<file path="config.mk">
export PLATFORM = sky130hd
export DESIGN_NAME = cao_counter_alarm
export DESIGN_NICKNAME = d
export VERILOG_FILES = /design/src/core/cao_pkg.sv /design/src/core/cao_chan_if.sv /design/src/core/cao_channel.sv /design/src/core/cao_counter_alarm.sv
export VERILOG_INCLUDE_DIRS = /design/src /design/src/core
export SDC_FILE = /design/constraint.sdc
export NUM_CORES = 2
export LEC_CHECK = 0
export BUFFER_PORTS_ARGS = -buffer_cell sky130_fd_sc_hd__clkbuf_2
export CORE_AREA = 10 10 480 482
export DETAILED_ROUTE_END_ITERATION = 8
export DIE_AREA = 0 0 490 492
export PLACE_DENSITY_LB_ADDON = 0.05
export SYNTH_ARGS = -nofsm -noshare
export SYNTH_HDL_FRONTEND = slang
export SYNTH_SLANG_ARGS = --single-unit
</file>
<file path="constraint.sdc">
create_clock -name aclk -period 6.6 [get_ports aclk]
set_input_delay 0.66 -clock aclk [delete_from_list [all_inputs] [get_ports aclk]]
set_output_delay 0.66 -clock aclk [all_outputs]
set_load 0.01 [all_outputs]
</file>
<file path="src/core/cao_defines.svh">
// Offsets, field positions, reset values and timing counts of the counter alarm block.
// Assumes a 32-bit AXI4-Lite slave with 12-bit byte addresses.
`ifndef CAO_DEFINES_SVH
`define CAO_DEFINES_SVH
`define CAO_CTRL_IDX 10'h000
`define CAO_CH_FIRST 7'h01
`define CAO_R_CFG 3'h0
`define CAO_R_HI 3'h1
`define CAO_R_LO 3'h2
`define CAO_R_INIT 3'h3
`define CAO_R_COUNT 3'h4
`define CAO_R_OVF 3'h5
`define CAO_R_STAT 3'h6
`define CAO_CFG_HI_EN 0
`define CAO_CFG_LO_EN 1
`define CAO_CFG_HI_MAP 2
`define CAO_CFG_LO_MAP 3
`define CAO_CFG_HI_CLR 4
`define CAO_CFG_LO_CLR 5
`define CAO_CFG_HI_SLOT 8
`define CAO_CFG_HI_CHAN 12
`define CAO_CFG_LO_SLOT 16
`define CAO_CFG_LO_CHAN 20
`define CAO_CFG_MASK 32'h00FF_FF3F
`define CAO_RST_CFG 32'h0000_0000
`define CAO_RST_HI 32'hFFFF_FFFF
`define CAO_RST_LO 32'h0000_0000
`define CAO_RST_INIT 32'h0000_0000
`define CAO_RST_MODE 3'h0
`define CAO_CNT_MIN 32'h0000_0000
`define CAO_CNT_MAX 32'hFFFF_FFFF
`define CAO_RESP_OKAY 2'h0
`define CAO_RESP_SLVERR 2'h2
`define CAO_GATE_MS 1000
`define CAO_CLK_KHZ 200000
`define CAO_GATE_CYCLES (`CAO_GATE_MS * `CAO_CLK_KHZ)
`endif

</file>
<file path="src/core/cao_pkg.sv">
// Types shared by the counter alarm block.
// Assumes cao_defines.svh holds the numbers.
package cao_pkg;
   typedef enum logic [2:0] {
      cao_mode_updown,
      cao_mode_bidir,
      cao_mode_up,
      cao_mode_quad,
      cao_mode_freq
   } cao_mode_type;
endpackage : cao_pkg

</file>
<file path="src/core/cao_chan_if.sv">
// Carrier between the register top and one counting channel.
// Assumes both ends share aclk.
`timescale 1ns/100ps
interface cao_chan_if;
   import cao_pkg::*;
   cao_mode_type mode;
   logic gate_tick;
   logic load;
   logic [1:0] in_ab;
   logic [31:0] init_value;
   logic [31:0] hi_limit;
   logic [31:0] lo_limit;
   logic hi_en;
   logic lo_en;
   logic hi_clr;
   logic lo_clr;
   logic [31:0] count;
   logic signed [31:0] ovf;
   logic hi_latched;
   logic lo_latched;
   modport ctrl (output mode, gate_tick, load, in_ab, init_value, hi_limit, lo_limit,
      hi_en, lo_en, hi_clr, lo_clr, input count, ovf, hi_latched, lo_latched);
   modport chan (input mode, gate_tick, load, in_ab, init_value, hi_limit, lo_limit,
      hi_en, lo_en, hi_clr, lo_clr, output count, ovf, hi_latched, lo_latched);
endinterface : cao_chan_if

</file>
<file path="src/core/cao_channel.sv">
// One counting channel: count, overflow tally, frequency capture and alarm latches.
// Assumes field inputs are already synchronous to aclk.
`timescale 1ns/100ps
`include "cao_defines.svh"
module cao_channel
   import cao_pkg::*;
(
   input logic aclk,
   input logic aresetn,
   cao_chan_if.chan bus
);
   logic [1:0] ab_prev_q;
   logic [31:0] count_q;
   logic signed [31:0] ovf_q;
   logic [31:0] freq_q;
   logic hi_q;
   logic lo_q;
   logic rise_a;
   logic rise_b;
   logic step_up;
   logic step_dn;
   logic quad_chg;
   logic quad_dir;

   assign rise_a = bus.in_ab[0] & ~ab_prev_q[0];
   assign rise_b = bus.in_ab[1] & ~ab_prev_q[1];
   // Both phases moving at once is an illegal quadrature step and is dropped
   assign quad_chg = (bus.in_ab[0] ^ ab_prev_q[0]) ^ (bus.in_ab[1] ^ ab_prev_q[1]);
   assign quad_dir = bus.in_ab[0] ^ ab_prev_q[1];

   always_comb
   begin
      step_up = 1'b0;
      step_dn = 1'b0;
      case (bus.mode)
         cao_mode_updown:
         begin
            step_up = rise_a & ~rise_b;
            step_dn = rise_b & ~rise_a;
         end
         cao_mode_bidir:
         begin
            step_up = rise_a & bus.in_ab[1];
            step_dn = rise_a & ~bus.in_ab[1];
         end
         cao_mode_up: step_up = rise_a;
         cao_mode_quad:
         begin
            step_up = quad_chg & quad_dir;
            step_dn = quad_chg & ~quad_dir;
         end
         default:
         begin
            step_up = 1'b0;
            step_dn = 1'b0;
         end
      endcase
   end

   always_ff @(posedge aclk)
   begin
      if (!aresetn)
         ab_prev_q <= 2'h0;
      else
         ab_prev_q <= bus.in_ab;
   end

   always_ff @(posedge aclk)
   begin
      if (!aresetn)
      begin
         count_q <= `CAO_RST_INIT;
         ovf_q <= 32'sh0;
         freq_q <= 32'h0;
      end
      else if (bus.load)
      begin
         count_q <= bus.init_value;
         ovf_q <= 32'sh0;
         freq_q <= 32'h0;
      end
      else if (bus.mode == cao_mode_freq)
      begin
         // Edges per one-second gate give hertz directly
         if (bus.gate_tick)
         begin
            count_q <= freq_q + {31'h0, rise_a};
            freq_q <= 32'h0;
         end
         else
            freq_q <= freq_q + {31'h0, rise_a};
      end
      else if (step_up)
      begin
         if (count_q == `CAO_CNT_MAX)
         begin
            ovf_q <= ovf_q + 32'sh1;
            count_q <= bus.init_value;
         end
         else
            count_q <= count_q + 32'h1;
      end
      else if (step_dn)
      begin
         if (count_q == `CAO_CNT_MIN)
         begin
            ovf_q <= ovf_q - 32'sh1;
            count_q <= bus.init_value;
         end
         else
            count_q <= count_q - 32'h1;
      end
   end

   // A clear only releases the latch once the trip condition has gone away
   always_ff @(posedge aclk)
   begin
      if (!aresetn)
      begin
         hi_q <= 1'b0;
         lo_q <= 1'b0;
      end
      else
      begin
         hi_q <= bus.hi_en & ((count_q > bus.hi_limit) | (hi_q & ~bus.hi_clr));
         lo_q <= bus.lo_en & ((count_q < bus.lo_limit) | (lo_q & ~bus.lo_clr));
      end
   end

   assign bus.count = count_q;
   assign bus.ovf = ovf_q;
   assign bus.hi_latched = hi_q;
   assign bus.lo_latched = lo_q;
endmodule : cao_channel

</file>
<file path="src/core/cao_counter_alarm.sv">
// Multi-channel pulse counter with overflow tally, latched alarms and output mapping.
// Assumes an AXI4-Lite master on aclk and field inputs synchronous to aclk.
// What this block does
// - Count passing the maximum adds one to the channel's signed overflow tally.
// - Count falling below the minimum takes one from the overflow tally.
// - Past either limit the count restarts from the initial value, no wrap.
// - The overflow tally is readable by software.
// - Count limits are fixed: zero and the full unsigned 32-bit value.
// - High alarm state is either latching or disabled.
// - High alarm limit spans the whole unsigned 32-bit range.
// - An output mode bit enables forwarding the alarm to a digital output.
// - A slot field selects which digital output module receives the alarm.
// - A channel field selects the output channel within that module.
// - Setting the clear bit releases a latched alarm back to normal.
// - The clear bit drops back to disabled once the alarm is normal.
// - Modes: up/down, bidirectional, up only, quadrature and frequency.
// - Frequency mode measures 5 Hz to 1 MHz; counting accepts 1 MHz.
// - One mode applies to all channels together.
// - Simultaneous up and down pulses leave the count unchanged.
`timescale 1ns/100ps
`include "cao_defines.svh"
module cao_counter_alarm
   import cao_pkg::*;
#(
   parameter int NUM_CH = 4,
   parameter int SLOTS = 8,
   parameter int DO_CH = 16,
   parameter int GATE_CYCLES = `CAO_GATE_CYCLES
)
(
   input logic aclk,
   input logic aresetn,
   input logic [11:0] s_axi_awaddr,
   input logic s_axi_awvalid,
   output logic s_axi_awready,
   input logic [31:0] s_axi_wdata,
   input logic [3:0] s_axi_wstrb,
   input logic s_axi_wvalid,
   output logic s_axi_wready,
   output logic [1:0] s_axi_bresp,
   output logic s_axi_bvalid,
   input logic s_axi_bready,
   input logic [11:0] s_axi_araddr,
   input logic s_axi_arvalid,
   output logic s_axi_arready,
   output logic [31:0] s_axi_rdata,
   output logic [1:0] s_axi_rresp,
   output logic s_axi_rvalid,
   input logic s_axi_rready,
   input logic [NUM_CH-1:0] cnt_in_a,
   input logic [NUM_CH-1:0] cnt_in_b,
   output logic [SLOTS*DO_CH-1:0] alarm_do
);
   logic [11:0] aw_addr_q;
   logic aw_full_q;
   logic [31:0] w_data_q;
   logic [3:0] w_strb_q;
   logic w_full_q;
   logic bvalid_q;
   logic [1:0] bresp_q;
   logic rvalid_q;
   logic [1:0] rresp_q;
   logic [31:0] rdata_q;
   logic do_write;
   logic wr_ok;
   logic rd_ok;
   logic [31:0] rd_data;
   logic [2:0] mode_q;
   logic [31:0] cfg_q [NUM_CH];
   logic [31:0] hi_lim_q [NUM_CH];
   logic [31:0] lo_lim_q [NUM_CH];
   logic [31:0] init_q [NUM_CH];
   logic [NUM_CH-1:0] load_q;
   logic [31:0] count_w [NUM_CH];
   logic [31:0] ovf_w [NUM_CH];
   logic [NUM_CH-1:0] hi_lat_w;
   logic [NUM_CH-1:0] lo_lat_w;
   logic [31:0] gate_cnt_q;
   logic gate_tick_q;
   logic [SLOTS*DO_CH-1:0] do_d;
   logic [SLOTS*DO_CH-1:0] do_q;

   function automatic logic cao_ch_hit(input logic [11:0] a);
      cao_ch_hit = (a[11:5] >= `CAO_CH_FIRST) && (int'(a[11:5]) <= NUM_CH)
         && (a[4:2] <= `CAO_R_STAT);
   endfunction : cao_ch_hit

   function automatic logic [31:0] cao_merge(input logic [31:0] old, input logic [31:0] wd,
      input logic [3:0] strb);
      logic [31:0] res;
      res = old;
      for (int i = 0; i < 4; i++)
      begin
         if (strb[i])
            res[i*8 +: 8] = wd[i*8 +: 8];
      end
      cao_merge = res;
   endfunction : cao_merge

   // Write path: address and data are held independently until both are in
   assign do_write = aw_full_q & w_full_q & ~bvalid_q;
   assign s_axi_awready = ~aw_full_q;
   assign s_axi_wready = ~w_full_q;
   assign s_axi_bvalid = bvalid_q;
   assign s_axi_bresp = bresp_q;
   assign wr_ok = (aw_addr_q[11:2] == `CAO_CTRL_IDX) || (cao_ch_hit(aw_addr_q)
      && (aw_addr_q[4:2] <= `CAO_R_INIT));

   always_ff @(posedge aclk)
   begin
      if (!aresetn)
      begin
         aw_full_q <= 1'b0;
         aw_addr_q <= 12'h000;
      end
      else if (s_axi_awvalid && !aw_full_q)
      begin
         aw_full_q <= 1'b1;
         aw_addr_q <= s_axi_awaddr;
      end
      else if (do_write)
         aw_full_q <= 1'b0;
   end

   always_ff @(posedge aclk)
   begin
      if (!aresetn)
      begin
         w_full_q <= 1'b0;
         w_data_q <= 32'h0000_0000;
         w_strb_q <= 4'h0;
      end
      else if (s_axi_wvalid && !w_full_q)
      begin
         w_full_q <= 1'b1;
         w_data_q <= s_axi_wdata;
         w_strb_q <= s_axi_wstrb;
      end
      else if (do_write)
         w_full_q <= 1'b0;
   end

   always_ff @(posedge aclk)
   begin
      if (!aresetn)
      begin
         bvalid_q <= 1'b0;
         bresp_q <= `CAO_RESP_OKAY;
      end
      else if (do_write)
      begin
         bvalid_q <= 1'b1;
         bresp_q <= wr_ok ? `CAO_RESP_OKAY : `CAO_RESP_SLVERR;
      end
      else if (s_axi_bready)
         bvalid_q <= 1'b0;
   end

   // Read path: one read in flight, data registered at the address handshake
   assign s_axi_arready = ~rvalid_q;
   assign s_axi_rvalid = rvalid_q;
   assign s_axi_rdata = rdata_q;
   assign s_axi_rresp = rresp_q;

   always_comb
   begin
      int ci;
      ci = int'(s_axi_araddr[11:5]) - 1;
      rd_ok = 1'b0;
      rd_data = 32'h0000_0000;
      if (s_axi_araddr[11:2] == `CAO_CTRL_IDX)
      begin
         rd_ok = 1'b1;
         rd_data = {29'h0, mode_q};
      end
      else if (cao_ch_hit(s_axi_araddr))
      begin
         rd_ok = 1'b1;
         case (s_axi_araddr[4:2])
            `CAO_R_CFG: rd_data = cfg_q[ci];
            `CAO_R_HI: rd_data = hi_lim_q[ci];
            `CAO_R_LO: rd_data = lo_lim_q[ci];
            `CAO_R_INIT: rd_data = init_q[ci];
            `CAO_R_COUNT: rd_data = count_w[ci];
            `CAO_R_OVF: rd_data = ovf_w[ci];
            `CAO_R_STAT: rd_data = {30'h0, lo_lat_w[ci], hi_lat_w[ci]};
            default: rd_data = 32'h0000_0000;
         endcase
      end
   end

   always_ff @(posedge aclk)
   begin
      if (!aresetn)
      begin
         rvalid_q <= 1'b0;
         rresp_q <= `CAO_RESP_OKAY;
         rdata_q <= 32'h0000_0000;
      end
      else if (s_axi_arvalid && !rvalid_q)
      begin
         rvalid_q <= 1'b1;
         rresp_q <= rd_ok ? `CAO_RESP_OKAY : `CAO_RESP_SLVERR;
         rdata_q <= rd_data;
      end
      else if (s_axi_rready)
         rvalid_q <= 1'b0;
   end

   // One mode register steers every channel
   always_ff @(posedge aclk)
   begin
      if (!aresetn)
         mode_q <= `CAO_RST_MODE;
      else if (do_write && aw_addr_q[11:2] == `CAO_CTRL_IDX && w_strb_q[0])
         mode_q <= w_data_q[2:0];
   end

   // Frequency gate shared by all channels so their readings line up
   always_ff @(posedge aclk)
   begin
      if (!aresetn)
      begin
         gate_cnt_q <= 32'h0000_0000;
         gate_tick_q <= 1'b0;
      end
      else if (gate_cnt_q == 32'(GATE_CYCLES - 1))
      begin
         gate_cnt_q <= 32'h0000_0000;
         gate_tick_q <= 1'b1;
      end
      else
      begin
         gate_cnt_q <= gate_cnt_q + 32'h1;
         gate_tick_q <= 1'b0;
      end
   end

   genvar g;
   generate
      for (g = 0; g < NUM_CH; g++)
      begin : g_ch
         logic ch_wr;
         cao_chan_if ch_if ();
         assign ch_wr = do_write && cao_ch_hit(aw_addr_q) && (int'(aw_addr_q[11:5]) == g + 1);

         always_ff @(posedge aclk)
         begin
            if (!aresetn)
               cfg_q[g] <= `CAO_RST_CFG;
            else if (ch_wr && aw_addr_q[4:2] == `CAO_R_CFG)
               cfg_q[g] <= cao_merge(cfg_q[g], w_data_q, w_strb_q) & `CAO_CFG_MASK;
            else
            begin
               // The clear bit falls back by itself once the latch has let go
               if (cfg_q[g][`CAO_CFG_HI_CLR] && !hi_lat_w[g])
                  cfg_q[g][`CAO_CFG_HI_CLR] <= 1'b0;
               if (cfg_q[g][`CAO_CFG_LO_CLR] && !lo_lat_w[g])
                  cfg_q[g][`CAO_CFG_LO_CLR] <= 1'b0;
            end
         end

         always_ff @(posedge aclk)
         begin
            if (!aresetn)
            begin
               hi_lim_q[g] <= `CAO_RST_HI;
               lo_lim_q[g] <= `CAO_RST_LO;
               init_q[g] <= `CAO_RST_INIT;
               load_q[g] <= 1'b0;
            end
            else
            begin
               load_q[g] <= ch_wr && (aw_addr_q[4:2] == `CAO_R_INIT);
               if (ch_wr && aw_addr_q[4:2] == `CAO_R_HI)
                  hi_lim_q[g] <= cao_merge(hi_lim_q[g], w_data_q, w_strb_q);
               if (ch_wr && aw_addr_q[4:2] == `CAO_R_LO)
                  lo_lim_q[g] <= cao_merge(lo_lim_q[g], w_data_q, w_strb_q);
               if (ch_wr && aw_addr_q[4:2] == `CAO_R_INIT)
                  init_q[g] <= cao_merge(init_q[g], w_data_q, w_strb_q);
            end
         end

         assign ch_if.mode = cao_mode_type'(mode_q);
         assign ch_if.gate_tick = gate_tick_q;
         assign ch_if.load = load_q[g];
         assign ch_if.in_ab = {cnt_in_b[g], cnt_in_a[g]};
         assign ch_if.init_value = init_q[g];
         assign ch_if.hi_limit = hi_lim_q[g];
         assign ch_if.lo_limit = lo_lim_q[g];
         assign ch_if.hi_en = cfg_q[g][`CAO_CFG_HI_EN];
         assign ch_if.lo_en = cfg_q[g][`CAO_CFG_LO_EN];
         assign ch_if.hi_clr = cfg_q[g][`CAO_CFG_HI_CLR];
         assign ch_if.lo_clr = cfg_q[g][`CAO_CFG_LO_CLR];
         assign count_w[g] = ch_if.count;
         assign ovf_w[g] = ch_if.ovf;
         assign hi_lat_w[g] = ch_if.hi_latched;
         assign lo_lat_w[g] = ch_if.lo_latched;

         cao_channel u_chan (
            .aclk (aclk),
            .aresetn (aresetn),
            .bus (ch_if.chan)
         );
      end
   endgenerate

   // Output map: a slot or channel beyond the fitted range drives nothing
   always_comb
   begin
      int hs;
      int hc;
      int ls;
      int lc;
      hs = 0;
      hc = 0;
      ls = 0;
      lc = 0;
      do_d = '0;
      for (int c = 0; c < NUM_CH; c++)
      begin
         hs = int'(cfg_q[c][`CAO_CFG_HI_SLOT +: 3]);
         hc = int'(cfg_q[c][`CAO_CFG_HI_CHAN +: 4]);
         ls = int'(cfg_q[c][`CAO_CFG_LO_SLOT +: 3]);
         lc = int'(cfg_q[c][`CAO_CFG_LO_CHAN +: 4]);
         if (hi_lat_w[c] && cfg_q[c][`CAO_CFG_HI_MAP] && hs < SLOTS && hc < DO_CH)
            do_d[hs*DO_CH + hc] = 1'b1;
         if (lo_lat_w[c] && cfg_q[c][`CAO_CFG_LO_MAP] && ls < SLOTS && lc < DO_CH)
            do_d[ls*DO_CH + lc] = 1'b1;
      end
   end

   always_ff @(posedge aclk)
   begin
      if (!aresetn)
         do_q <= '0;
      else
         do_q <= do_d;
   end

   assign alarm_do = do_q;
endmodule : cao_counter_alarm

</file>
==> reports/results.tsv <==
stage	metric	value	unit
run_status	outcome	finished, violations left	
run_status	failing_checks	design-rule violations	
yosys	synth_enable_flop_cells	472	
layout	post_layout_nonfiller_instances	12100	
drt	totalWireLength	401000	µm
grt	grt_pass1_wl	558000	µm
yosys	post_synth_and_or_nand_nor_area_fraction	21.7	%
power	ir_worst_vdd	0.271	mV
yosys	muxShareOfSynthArea	5.76	%
grt	global_route.overflow_total	0	
grt	grt_start_max_net_pins	98	
critical_path	path_max_fanout	18	
layout	num-fill-cells	22300	
clock_network	clock_tree.htree_level_count	4	
yosys	syn-instance-count	8963	
timing	maxSlewViolCount	0	
yosys	post_synth_fa_ha_maj_area_fraction	6.76	%
timing	grt_setup_unrepaired	no	
timing	period_share	82.5	%
critical_path	regToRegStartpoint	g_ch[0].ch_if.mode[0]$_SDFFE_PN0P_	
place	buffer_ports.inserted	237	
critical_path	r2r_cells	16	
grt	initial_antenna_violation_count	58	
critical_path	critPathKind	flop to flop	
place	pre_cts_ws	1090	ps
drt	detail-route-antenna-nets	0	
run	max-cap-violations	0	
power	total_power	0.0202	W
timing	period_needed	5440	ps
hold_path	worstHoldPathType	input port to flop	
yosys	yosys_register_bits	1124	
drt	route.vias.total	76400	
timing	tightestPinTransition	1460	ps
timing	setup_ws_final	1160	ps
layout	layout.nets	9486	
die	fp.coreArea	221000	µm²
timing	timing.fmax	184	MHz
die	boundaryPins	244	
timing	timing.final.setup_violations	0	
drt	wl_per_cell	33.1	µm
layout	drive_above_1_share	12.2	%
die	die_w	490	µm
place	routabilityCongestion	1.01	
place	place_inst	11800	
die	placementRows	173	
timing	max_slew_margin	2.43	%
clock_network	cts_root_buffer	sky130_fd_sc_hd__clkbuf_16	
critical_path	worst_reg2reg_setup_slack	1160	ps
yosys	largest_family_of_logic_cells_by_synthesized_area	simple AND/OR/NAND/NOR gates	
die	die_area	241000	µm²
yosys	synth_xor_area_share	3.91	%
clock_network	clk_path_buf_depth	3	
drt	drt_pass1_iterations	9	
critical_path	crit_chain	buf_4 > nand3b_1 > or3_1 > a21o_1 > ha_1 > a21o_1 > a21o_1 > a2111oi_0 > buf_4 > nor3_1 > o32a_1 > a221o_1 > a41oi_1 > nor2b_1 > xor2_1 > o22ai_1	
die	initial_core_util	34.8	%
drt	drcViolationCount	15	
timing	final.setup.tns	0	ps
critical_path	crit_path_start_kind	flop	
clock_network	cts_tree	done	
clock_network	numClockSinks	1124	
critical_path	cp_slowest_stage_delay	570	ps
drt	routed_via_density	6.31	
yosys	yosysWarnings	0	
critical_path	critPathRequiredTime	7290	ps
yosys	synth_compound_gate_area_share	21.4	%
die	die_h	492	µm
critical_path	timing.critical_path.to	g_ch[1].u_chan.bus.ovf[29]$_SDFFE_PP0P_	
clock_network	post_cts.repair.setup_buffers	0	
yosys	synth_area	76900	µm²
critical_path	critPathMostFrequentCell	sky130_fd_sc_hd__a21o_1	
drt	first_drt_iteration_drcs	10800	
clock_network	clock_latency	830	ps
yosys	synth-seq-area-share	35.4	%
yosys	asyncSetResetFlopFracSynth	0	%
clock_network	cts_inserted_buffers	146	
critical_path	timing.critical_path.slowest_stage_cell	sky130_fd_sc_hd__dfxtp_1	
place	dpl.hpwl	301000	µm
yosys	synth.distinct_cells	93	
grt	first_global_vias	71300	
critical_path	cp-startpoint	g_ch[0].ch_if.mode[0]$_SDFFE_PN0P_	
layout	area_growth_from_synthesis_to_final_layout	13.3	%
clock_network	cts_repair_resize_count	0	
clock_network	clk_pin_slew_worst_paths	60	ps
power	leakage	33.8	nW
yosys	dominantRegCellSynth	sky130_fd_sc_hd__dfxtp_1	
clock_network	ctsHoldBuffers	0	
yosys	synth_area_per_cell	8.58	µm²
timing	hold_violations	0	
power	p_per_area	232	nW/µm²
critical_path	endpoint_kind	flop	
grt	grtUsageTotal	31.6	%
critical_path	worst-endpoint-arrival	6130	ps
timing	finClkSkew	34.4	ps
critical_path	timing.rr.end	g_ch[1].u_chan.bus.ovf[29]$_SDFFE_PP0P_	
-- synth_stat cells, types with 29 or more instances --
master | number | area, µm²
sky130_fd_sc_hd__nand2_1 | 820 | 3080
sky130_fd_sc_hd__nor2_1 | 817 | 3070
sky130_fd_sc_hd__a21oi_1 | 708 | 3540
sky130_fd_sc_hd__dfxtp_1 | 652 | 13100
sky130_fd_sc_hd__clkbuf_1 | 600 | 2250
sky130_fd_sc_hd__edfxtp_1 | 472 | 14200
sky130_fd_sc_hd__o21ai_0 | 416 | 2080
sky130_fd_sc_hd__ha_1 | 409 | 5120
sky130_fd_sc_hd__a22oi_1 | 393 | 2950
sky130_fd_sc_hd__and2_1 | 355 | 2220
sky130_fd_sc_hd__inv_1 | 349 | 1310
sky130_fd_sc_hd__nand3_1 | 263 | 1320
sky130_fd_sc_hd__nor3_1 | 210 | 1050
sky130_fd_sc_hd__xnor2_1 | 209 | 1830
sky130_fd_sc_hd__or3_1 | 193 | 1210
sky130_fd_sc_hd__mux4_2 | 185 | 4170
sky130_fd_sc_hd__a21o_1 | 162 | 1220
sky130_fd_sc_hd__and3_1 | 162 | 1010
sky130_fd_sc_hd__xor2_1 | 134 | 1170
sky130_fd_sc_hd__nand4_1 | 110 | 688
sky130_fd_sc_hd__a221oi_1 | 100 | 876
sky130_fd_sc_hd__nand2b_1 | 87 | 544
sky130_fd_sc_hd__nor2b_1 | 81 | 507
sky130_fd_sc_hd__a211oi_1 | 73 | 548
sky130_fd_sc_hd__a31oi_1 | 72 | 450
sky130_fd_sc_hd__o221ai_1 | 71 | 622
sky130_fd_sc_hd__nor4_1 | 66 | 413
sky130_fd_sc_hd__o2111ai_1 | 65 | 569
sky130_fd_sc_hd__o211ai_1 | 51 | 383
sky130_fd_sc_hd__o22ai_1 | 46 | 288
sky130_fd_sc_hd__o21a_1 | 45 | 338
sky130_fd_sc_hd__buf_1 | 43 | 161
sky130_fd_sc_hd__a32oi_1 | 40 | 350
sky130_fd_sc_hd__and4_1 | 32 | 280
sky130_fd_sc_hd__or2_2 | 31 | 194
sky130_fd_sc_hd__a221o_1 | 29 | 290
sky130_fd_sc_hd__or4_1 | 29 | 218
-- state kept, by name, summed over array words and instances (netlist names), 88 cells and up --
name and flops:
cfg_q 88, alarm_do 128, g_ch.u_chan.freq_q 128, lo_lim_q 128
hi_lim_q 128, g_ch.u_chan.bus.ovf 128, init_q 128, g_ch.u_chan.bus.count 128
-- area by class of cell --
cell class / count / area (µm²) / share of cell area (%)
Antenna cell: 25 / 62.6 / 0.0719
Clock buffer: 207 / 4240 / 4.87
Clock inverter: 62 / 679 / 0.780
Inverter: 353 / 1330 / 1.53
Multi-Input combinational cell: 6813 / 46100 / 52.9
Sequential cell: 1124 / 27200 / 31.3
Tap cell: 2975 / 3720 / 4.28
Timing Repair Buffer: 560 / 3690 / 4.24
-- per-layer routing --
layer | vias up | track usage, % | wire length, µm
met5 | - | 0 | 153
met4 | 24 | 15.2 | 21600
met3 | 851 | 8.82 | 44400
met2 | 4497 | 46.1 | 168000
met1 | 37700 | 42.8 | 167000
li1 | 33400 | - | -
-- per-stage QoR --
stage               util (%)  area [µm²]  hold WS (ps)
global placement        37.1       82100           443
global route            39.4       87000          32.7
detailed placement      37.1       82100           448
CTS                     39.4       87000         0.386
floorplan                  -       76900           430
finish                  39.4       87100          52.8
-- worst max-delay path, delay by kind of cell, from the launching register on --
kind | cells | cell delay, ps
buffers and inverters | 2 | 530
xor gates and xnor gates | 1 | 160
adders and majority gates | 1 | 440
AOI/OAI and AO/OA | 8 | 2460
and+or+nand+nor | 4 | 1120
DFF | 1 | 570
-- cells in the final DEF (no fill, tap or decap), drive strengths merged, types with 193 or more instances in the layout --
cell,n
a21oi,708
a22oi,393
and2,357
buf,325
clkbuf,442
dfxtp,652
edfxtp,472
ha,409
inv,362
nand2,820
nand3,263
nor2,817
nor3,211
o21ai,418
or3,193
xnor2,209
-- logic make-up after synthesis --
logic type	Yosys count
xor gates and xnor gates	343
AOI/OAI and AO/OA	2486
and+or+nand+nor	3358
other	1
muxes	211
buffers and inverters	1027
adders and majority gates	413
DFF	1124
-- report_power, final --
part           internal, W  switching [W]
combinational      0.00137        0.00249
sequential         0.00745       0.000520
clock              0.00493        0.00345
-- worst min path at each step --
stage	start	end	slack [ps]	cells after the start
finish	s_axi_awaddr[9]	aw_addr_q[9]$_SDFFE_PN0P_	50	3
floorplan	gate_cnt_q[0]$_SDFF_PP0_	gate_cnt_q[0]$_SDFF_PP0_	430	1
detailed placement	g_ch[1].u_chan.freq_q[0]$_SDFFE_PP0P_	g_ch[1].u_chan.freq_q[0]$_SDFFE_PP0P_	450	2
CTS	s_axi_awaddr[9]	aw_addr_q[9]$_SDFFE_PN0P_	0.4	3
global route	s_axi_awaddr[9]	aw_addr_q[9]$_SDFFE_PN0P_	30	3
global placement	gate_cnt_q[0]$_SDFF_PP0_	gate_cnt_q[0]$_SDFF_PP0_	440	1
(Power assumes the default switching activity.)
